### config.mk
export PLATFORM = sky130hd
export DESIGN_NAME = psopd_top
export DESIGN_NICKNAME = d
export VERILOG_FILES = /design/src/psopd_pipe.v /design/src/psopd_top.v
export VERILOG_INCLUDE_DIRS = /design/src /design/src/src
export SDC_FILE = /design/constraint.sdc
export NUM_CORES = 1
export LEC_CHECK = 0
export ABC_AREA = 1
export BUFFER_PORTS_ARGS = -buffer_cell sky130_fd_sc_hd__buf_2
export CELL_PAD_IN_SITES_DETAIL_PLACEMENT = 1
export CELL_PAD_IN_SITES_GLOBAL_PLACEMENT = 1
export CORE_ASPECT_RATIO = 1.25
export CORE_UTILIZATION = 49
export CTS_CLUSTER_SIZE = 25
export DETAILED_ROUTE_END_ITERATION = 10
export PLACE_DENSITY = 0.87
export SETUP_SLACK_MARGIN = 0.05
export SLEW_MARGIN = 20
export SYNTH_ARGS = -nofsm -noshare
export SYNTH_HDL_FRONTEND = slang
export SYNTH_SLANG_ARGS = --single-unit
### constraint.sdc
create_clock -name I_CORE_CLK -period 4.61 [get_ports I_CORE_CLK]
set_clock_uncertainty 0.2 [all_clocks]
set_input_delay 0.461 -clock I_CORE_CLK [delete_from_list [all_inputs] [get_ports I_CORE_CLK]]
set_output_delay 0.461 -clock I_CORE_CLK [all_outputs]
set_load 0.02 [all_outputs]
### src/psopd_defines.vh
// constants for the pipelined sample output block with power-down
`ifndef PSOPD_DEFINES_VH
`define PSOPD_DEFINES_VH
`define PSOPD_DATA_W        8
`define PSOPD_LATENCY       5
`define PSOPD_CLK_MHZ       125
`define PSOPD_RECOVER_NS    1000
`define PSOPD_RECOVER_CYC   ((`PSOPD_RECOVER_NS * `PSOPD_CLK_MHZ) / 1000)
`define PSOPD_ZERO_CODE     8'h00
`endif

### src/psopd_pipe.v
// delay line of sample words with a hold enable
`timescale 1ns/10ps
module psopd_pipe
#(
    parameter WIDTH = 8,
    parameter DEPTH = 5
)
(
    input  wire             i_clk,
    input  wire             i_nrst,
    input  wire             i_hold,
    input  wire [WIDTH-1:0] i_data,
    output wire [WIDTH-1:0] o_data
);
    reg [WIDTH-1:0] stage_reg [0:DEPTH-1];
    genvar g;
    ////////////////////////////////////////////////////////////////////////////////
    // each stage advances one place per edge unless held
    generate
        for (g = 0; g < DEPTH; g = g + 1)
        begin : g_stage
            always @(posedge i_clk or negedge i_nrst)
            begin
                if (!i_nrst)
                    stage_reg[g] <= {WIDTH{1'b0}};
                else if (!i_hold)
                    stage_reg[g] <= (g == 0) ? i_data : stage_reg[(g == 0) ? 0 : g - 1];
            end
        end
    endgenerate
    assign o_data = stage_reg[DEPTH-1];
endmodule // psopd_pipe

### src/psopd_top.v
// sample pipeline with five-cycle latency, low-power hold and recovery flag
// Summary of operation
// - input sampled each rising edge; its word appears seven cycles later.
// - a new output word is produced every clock while clock runs, except in low-power mode.
// - output words are 8-bit straight unsigned binary.
// - input below bottom level gives an all-zero word.
// - normal while low_power_request low; low-power mode while it is high.
// - in low-power mode outputs hold the last result before entry.
// - with clock stopped, outputs keep the last code.
// - latency counted from conversion start to output driver stage.
`timescale 1ns/10ps
`include "psopd_defines.vh"
module psopd_top
#(
    parameter DATA_W      = `PSOPD_DATA_W,
    parameter LATENCY     = `PSOPD_LATENCY,
    parameter RECOVER_CYC = `PSOPD_RECOVER_CYC
)
(
    input  wire              I_CORE_CLK,
    input  wire              I_NRST,
    input  wire [DATA_W-1:0] I_SAMPLE,
    input  wire              I_BELOW_BOTTOM,
    input  wire              I_LOW_POWER_REQUEST,
    output reg  [DATA_W-1:0] O_SAMPLE_WORD,
    output reg               O_LOW_POWER_ACTIVE,
    output reg               O_WORD_SETTLED
);
    ////////////////////////////////////////////////////////////////////////////////
    // timing notes
    // a pin value takes two edges to reach the sync stage, then LATENCY edges to the output
    // the synchronisers are never frozen, so samples arriving in low power are dropped
    // on exit the frozen words drain first; the settled flag stays low until they are gone
    // a recovery count shorter than the pipeline is raised to the pipeline length
    // stopping the clock freezes every register, so the outputs simply keep their code
    // under-range is carried beside the word and forced to the zero code before the pipe
    ////////////////////////////////////////////////////////////////////////////////
    // counter width and control states
    localparam CNT_W      = 16;
    // recovery never shorter than the pipeline, so stale frozen words stay masked
    localparam RECOVER_LD = (RECOVER_CYC > LATENCY) ? RECOVER_CYC : LATENCY;
    localparam ST_RUN     = 3'h1;           // converting, words valid
    localparam ST_SLEEP   = 3'h2;           // low power, pipeline and output frozen
    localparam ST_WAKE    = 3'h4;           // released, recovery still running
    reg  [DATA_W-1:0] smp_meta_reg;
    reg  [DATA_W-1:0] smp_sync_reg;
    reg               below_meta_reg;
    reg               below_sync_reg;
    reg               lp_meta_reg;
    reg               lp_sync_reg;
    reg  [2:0]        state_reg;
    reg  [2:0]        state_next;
    reg  [CNT_W-1:0]  recover_reg;
    reg  [CNT_W-1:0]  recover_next;
    wire [CNT_W-1:0]  recover_load;
    wire [CNT_W-1:0]  recover_dec;
    wire [DATA_W-1:0] pipe_in;
    wire [DATA_W-1:0] pipe_out;
    wire              freeze;
    ////////////////////////////////////////////////////////////////////////////////
    // two-flop synchroniser for the sample pins
    always @(posedge I_CORE_CLK or negedge I_NRST)
    begin
        if (!I_NRST)
        begin
            smp_meta_reg <= {DATA_W{1'b0}};
            smp_sync_reg <= {DATA_W{1'b0}};
        end
        else
        begin
            smp_meta_reg <= I_SAMPLE;
            smp_sync_reg <= smp_meta_reg;
        end
    end
    // two-flop synchroniser for the under-range flag
    always @(posedge I_CORE_CLK or negedge I_NRST)
    begin
        if (!I_NRST)
        begin
            below_meta_reg <= 1'b0;
            below_sync_reg <= 1'b0;
        end
        else
        begin
            below_meta_reg <= I_BELOW_BOTTOM;
            below_sync_reg <= below_meta_reg;
        end
    end
    // two-flop synchroniser for the low-power request
    always @(posedge I_CORE_CLK or negedge I_NRST)
    begin
        if (!I_NRST)
        begin
            lp_meta_reg <= 1'b0;
            lp_sync_reg <= 1'b0;
        end
        else
        begin
            lp_meta_reg <= I_LOW_POWER_REQUEST;
            lp_sync_reg <= lp_meta_reg;
        end
    end
    ////////////////////////////////////////////////////////////////////////////////
    // clamp under-range to zero code; word kept as unsigned binary
    assign pipe_in = below_sync_reg ? `PSOPD_ZERO_CODE : smp_sync_reg;
    // the whole pipeline stops while low power is synced in
    assign freeze = lp_sync_reg;
    // recovery load and decrement, cut to the counter width
    assign recover_load = RECOVER_LD[CNT_W-1:0];
    assign recover_dec  = recover_reg - {{(CNT_W-1){1'b0}}, 1'b1};
    // pipeline frozen in low power so the last word is retained
    psopd_pipe
    #(
        .WIDTH (DATA_W),
        .DEPTH (LATENCY - 1)
    )
    u_pipe
    (
        .i_clk  (I_CORE_CLK),
        .i_nrst (I_NRST),
        .i_hold (freeze),
        .i_data (pipe_in),
        .o_data (pipe_out)
    );
    ////////////////////////////////////////////////////////////////////////////////
    // control states: run, sleep while frozen, wake while recovery counts down
    always @*
    begin
        state_next   = state_reg;
        recover_next = recover_reg;
        case (state_reg)
            ST_RUN:
            begin
                if (lp_sync_reg)
                begin
                    state_next   = ST_SLEEP;
                    recover_next = recover_load;
                end
            end
            ST_SLEEP:
            begin
                recover_next = recover_load;
                if (!lp_sync_reg)
                begin
                    state_next = ST_WAKE;
                end
            end
            ST_WAKE:
            begin
                if (lp_sync_reg)
                begin
                    state_next   = ST_SLEEP;
                    recover_next = recover_load;
                end
                else
                begin
                    recover_next = recover_dec;
                    if (recover_dec == {CNT_W{1'b0}})
                        state_next = ST_RUN;
                end
            end
            default:
            begin
                state_next   = ST_RUN;
                recover_next = {CNT_W{1'b0}};
            end
        endcase
    end
    ////////////////////////////////////////////////////////////////////////////////
    // control state and recovery counter registers
    always @(posedge I_CORE_CLK or negedge I_NRST)
    begin
        if (!I_NRST)
        begin
            state_reg   <= ST_RUN;
            recover_reg <= {CNT_W{1'b0}};
        end
        else
        begin
            state_reg   <= state_next;
            recover_reg <= recover_next;
        end
    end
    ////////////////////////////////////////////////////////////////////////////////
    // output word: final pipeline place, held while frozen
    always @(posedge I_CORE_CLK or negedge I_NRST)
    begin
        if (!I_NRST)
        begin
            O_SAMPLE_WORD <= {DATA_W{1'b0}};
        end
        else if (!freeze)
        begin
            O_SAMPLE_WORD <= pipe_out;
        end
    end
    ////////////////////////////////////////////////////////////////////////////////
    // low-power indication follows the synced request
    always @(posedge I_CORE_CLK or negedge I_NRST)
    begin
        if (!I_NRST)
        begin
            O_LOW_POWER_ACTIVE <= 1'b0;
        end
        else
        begin
            O_LOW_POWER_ACTIVE <= lp_sync_reg;
        end
    end
    // words flagged valid only once back in the run state
    always @(posedge I_CORE_CLK or negedge I_NRST)
    begin
        if (!I_NRST)
        begin
            O_WORD_SETTLED <= 1'b0;
        end
        else
        begin
            O_WORD_SETTLED <= (state_next == ST_RUN);
        end
    end
endmodule // psopd_top

=== Word-level counts from Yosys, hierarchy flattened ===
Cells that the tools add are included.

* Bits of input ports: 12
* Output and inout port bits: 10
* Logic and storage cells: 31
* Register bits: 81

* Mux-type cells: 9
* Add/sub/neg operators: 1
* Equal/unequal tests: 5
* Reduce and logical (&&, ||, !) cells: 1

{| class="wikitable"
|+ Operators by type and width
! operator !! number
|-
| 16-bit case mux with 3 select lines || 1
|-
| 16-bit 2-to-1 mux || 2
|-
| 16-bit logical NOT || 1
|-
| 16-bit by 1-bit subtractor with 16-bit output (second input constant) || 1
|-
| 3-bit 2-to-1 mux || 4
|-
| 3-bit case mux with 3 select lines || 1
|-
| 8-bit 2-to-1 mux || 1
|-
| 3-bit by 1-bit == test with 1-bit output (second input constant) || 2
|-
| 3-bit by 2-bit == test with 1-bit output (second input constant) || 1
|-
| 3-bit == test (second input constant) || 1
|-
| 2-bit != test (second input constant) || 1
|}

=== Logic depth before layout (Yosys ltp) ===
* Depth in word-level cells: 6
* Gate-level depth with buffers: 15
* Depth with buffers taken out: 15

=== Hierarchy ===
From an unflattened synthesis, not the netlist that was laid out.

* Cell total of the unflattened synthesis: 403
* Area, all modules: 3502.1 sq um

{| class="wikitable"
|+ By module, submodules not included
! module !! area an instance (sq um) !! times used !! cells each !! sequential area each (sq um)
|-
| psopd_top || 2149.6 || 1 || 259 || 1227.4
|-
| psopd_pipe || 1352.5 || 1 || 144 || 800.8
|}

=== Worst setup path after synthesis ===
Ideal clock, no wire load.

* Kind: register to register
* Start: reg recover_reg[0]
* End: reg state_reg[2]
* Stages on the path, launching flop included: 14
* Data required time: 4.276 ns
* Slack: 2.771 ns
* Buffers on the path: 0
* Clock period less this slack: 1.839 ns
* Library setup time: 0.134 ns
* Data arrival time: 1.505 ns
* Path through: dfrtp_1 inv_1 ha_1 nand2_2 nor2_4 nand2_1 nand2_1 nand2_1 nor2_2 nand2_1 nor2_2 nand2_1 nand2_1 o21ai_0

* Word-level cells in the longest chain between the ends: 5

{| class="wikitable"
|+ RTL lines
! item !! RTL line !! text
|-
| start, declared || psopd_top.v:53 || <nowiki>reg [CNT_W-1:0] recover_reg;</nowiki>
|-
| start signal, assigned || psopd_top.v:176 || <nowiki>recover_reg <= {CNT_W{1'b0}};</nowiki>
|-
| start signal, assigned || psopd_top.v:181 || <nowiki>recover_reg <= recover_next;</nowiki>
|-
| 16-bit by 1-bit subtractor with 16-bit output || psopd_top.v:110 || <nowiki>assign recover_dec = recover_reg - {{(CNT_W-1){1'b0}}, 1'b1};</nowiki>
|-
| 16-bit logical NOT || psopd_top.v:158 || <nowiki>if (recover_dec == {CNT_W{1'b0}})</nowiki>
|-
| 3-bit 2-to-1 mux || psopd_top.v:158 ||
|-
| 3-bit 2-to-1 mux || psopd_top.v:150 || <nowiki>if (lp_sync_reg)</nowiki>
|-
| 3-bit case mux with 3 select lines || psopd_top.v:131 || <nowiki>case (state_reg)</nowiki>
|-
| net state_next[2] || psopd_top.v:52 || <nowiki>reg [2:0] state_next;</nowiki>
|-
| end signal, assigned || psopd_top.v:180 || <nowiki>state_reg <= state_next;</nowiki>
|-
| end, declared || psopd_top.v:51 || <nowiki>reg [2:0] state_reg;</nowiki>
|}

The timed path passes the listed nets, and every way through them passes these cells.
A chain may end at the register's enable or synchronous reset.

=== Worst setup path after layout ===
* Start: reg lp_sync_reg (netlist: freeze)
* End: reg recover_reg[0]

* Word-level cells in the longest chain between the ends: 2
* Elaborated cells between the ends (all ways): 3
* Classes of those cells: eq/ne: 1; mux: 2

{| class="wikitable"
|+ RTL lines
! item !! RTL line !! text
|-
| start, declared || psopd_top.v:50 || <nowiki>reg lp_sync_reg;</nowiki>
|-
| start signal, assigned || psopd_top.v:100 || <nowiki>lp_sync_reg <= lp_meta_reg;</nowiki>
|-
| 16-bit 2-to-1 mux || psopd_top.v:150 ||
|-
| 16-bit case mux with 3 select lines || psopd_top.v:131 ||
|}

Several ways; a longest one is shown, not always the timed one.

==> reports/qor.yml <==
synthesis:
  synth_compound_area_frac: 0.0925
  synth_area_leader_cell: "dfrtp_1"
  synth_top_family_by_area: "simple AND/OR/NAND/NOR gates"
  netlist_area_mm2: 0.00327
  synth-seq-cells: 81
  yosys-top-cells-area: "dfrtp_1 (61%), nand2_1 (12%), o21ai_0 (7.2%), inv_1 (6.0%), nor2_1 (2.6%)"
  synth-xor-area-share: 0.00803
  synth_adder_area_share: 0.00765
  yosys.area_share.simple: 0.198
  muxShareOfSynthArea: 0
  synth_most_common_cell: "nand2_1"
  synth_top_area_frac: 0.612
  ys_types: 21
  ys_top_cells_by_count: "nand2_1 (106), dfrtp_1 (80), inv_1 (52)"
  synthArstFlopShare: 1.00
  synth_nets: 378
  synth_seq_area_share: 0.620
  synthFlopType: "dfrtp_1"
  yosysWarnings: 0
  synth_area_per_cell_um2: 8.99
  synth_edf_count: 0
  synthCells: 364
floorplan:
  top_level_ports: 22
  die_y_um: 93.4
  dieArea_mm2: 0.00701
  core_mm2: 0.00633
  rows: 32
  die_w_um: 75.1
  floorplan.initialDensity: 0.517
cells_and_area:
  regArea_mm2: 0.00203
  drive_above_1_share: 0.136
  fin_util: 0.602
  fillerInstances: 742
  fin_cells: 490
  area_delta_synth_final_pct: 16.4
  multi_input_area_mm2: 0.00100
  antennaDiodeCount: 0
  largest_reg_flops: 24
  fin_nets: 414
pwr:
  share_seq_of_total_power: 0.451
  peakVddDrop_uv: 281
  power_switching_mw: 0.684
  power_density_mw_per_mm2: 504
  combPwrFrac: 0.264
  p_int_mw: 1.24
  pwr-share-clk: 0.285
  p_leak_nw: 1.91
  switching_share: 0.356
  p_total_mw: 1.92
sta:
  slew_headroom: 0.591
  fin_setup_tns_ps: 0
  finalCriticalPeriod_ps: 2370
  worst_hold_slack_ps: 153
  period_share: 0.515
  finalHoldViolCount: 0
  setup_viol_count_final: 0
  max_freq_ghz: 0.421
  worst_slew_pin_slew_ps: 612
  report.final.slew_viol_count: 0
  rsz0062_at_grt: "false"
place:
  port_buffers: 21
  dp.cells: 462
  gp_congestion: 0.783
  place_hpwl_um: 4550
cts:
  cts_tree: "yes"
  cts_resized: 0
  postCtsSetupBuffers: 0
  clockBufferDepth: 2
  clk_pin_slew_ps: 80
  root_buffer: "clkbuf_8"
  hold_buffers: 10
  insertion_delay_ps: 360
  cts.sinks: 81
  cts_inserted_buffers: 9
  cts_htree_levels: 3
setup_path:
  critical_path.slowest_cell: "nand3_1"
  crit_path_frequent_cell: "o21ai_0"
  crit_buf_inv: 3
  path_class: "reg2reg"
  critPathArrivalTime_ps: 2430
  cp_top_family: "buffers and inverters"
  critPathLaunchType: "flop"
  ff2ff_path_depth: 7
  path_max_fanout: 44
  r2r-start: "freeze"
  end_kind: "flop"
  cp.required_ps: 4670
  reg2reg_to: "recover_reg[0]"
  cp_slowest_stage_delay_ps: 500
  cp-endpoint: "recover_reg[0]"
  cp.depth: 7
  crit_chain: "buf_4 -> clkinv_1 -> nand3_1 -> o21ai_0 -> inv_1 -> o21ai_0 -> o21ai_0"
  reg2reg_slack_ps: 2240
  worstSetupStartpoint: "freeze"
drt:
  wl_um: 7010
  route.vias.total: 2460
  drc: 0
  dr.pass1.iters: 4
  dr.first_iter.drc_count: 100
  postRouteAntennaNets: 0
  vias_per_cell: 5.02
  wl_per_cell_um: 14.3
outcome:
  status: "complete, no violations"
global_route:
  grt_antenna_before_repair: 0
  grt_first_pass_wirelength_um: 12400
  grt_max_degree: 82
  grt.overflow.total: 0
  grt_pass1_vias: 2670
  grt_usage: 0.243
hold_path:
  hold_start: "smp_meta_reg[0]"
  holdCritPathClass: "reg2reg"
run:
  maxCapViolCount: 0
final cells by class:
| type | count | share of cell area |
|---|---|---|
| sequential | 81 | 0.532 |
| clock buffer | 10 | 0.0361 |
| multi-input combinational | 219 | 0.263 |
| timing repair buffer | 35 | 0.0683 |
| clock inverter | 6 | 0.0190 |
| inverter | 54 | 0.0532 |
| tap | 85 | 0.0279 |
metrics by stage:
| step | cell area (um2) | worst slack (ps) |
|---|---|---|
| 2_1_floorplan | 3270 | 2770 |
| 3_3_place_gp | 3460 | 2470 |
| 6_report | 3810 | 2240 |
| 3_5_place_dp | 3460 | 2190 |
| 4_1_cts | 3770 | 2210 |
| 5_1_grt | 3810 | 2060 |
metal layers:
metal	GRT usage	part of all wire	vias to the layer above	routed length [um]
li1	-	-	1196	-
met1	0.305	0.44	1217	3100
met2	0.399	0.52	33	3620
met4	0.126	0.023	0	159
met3	0.0366	0.019	14	135
met5	0	0	-	0
how the worst min path moves through the flow:
stage                               endpoint  slack [ps]  cells after the start
final                        smp_sync_reg[0]         150                      0
after global routing         smp_sync_reg[3]         160                      0
after CTS                   O_SAMPLE_WORD[3]          90                      1
after detailed placement     smp_sync_reg[3]         140                      0
after global placement       smp_sync_reg[3]         130                      0
after floorplan           O_LOW_POWER_ACTIVE         -30                      0
power groups by stage:
stage | sequential (mW) | combinational (mW) | clock (mW)
final | 0.866 | 0.506 | 0.548
after global routing | 0.879 | 0.585 | 0.587
after CTS | 0.866 | 0.508 | 0.559
after detailed placement | 0.880 | 0.497 | 0
after global placement | 0.871 | 0.459 | 0
after floorplan | 0.878 | 0.345 | 0
logic make-up (layout without fill, tap and decap cells):
logic type,Yosys count,in the layout
AND/OR/NAND/NOR,156,156
flip-flops,81,81
buffers and inverters,64,105
AO/OA/AOI/OAI,58,58
XOR/XNOR,3,3
adder cells (fa/ha/maj),2,2
placed cells by master, fill, tap and decap left out:
cell type	instances
nand2_1	106
or2_2	1
nor2_4	2
clkbuf_8	10
buf_16	1
nand4_1	1
o21ai_0	47
buf_2	20
clkinv_1	2
nor2_2	7
o21ai_1	1
buf_4	3
clkinvlp_4	1
nor2_1	23
nor3_1	1
ha_1	2
o22ai_1	10
clkinv_4	1
inv_1	52
inv_6	3
dfstp_2	1
dlygate4sd3_1	11
xor2_1	2
bufinv_16	1
dfrtp_1	80
xnor2_1	1
nand2_2	4
nand3_1	11
Note: power is estimated with default switching activity, not from simulation.
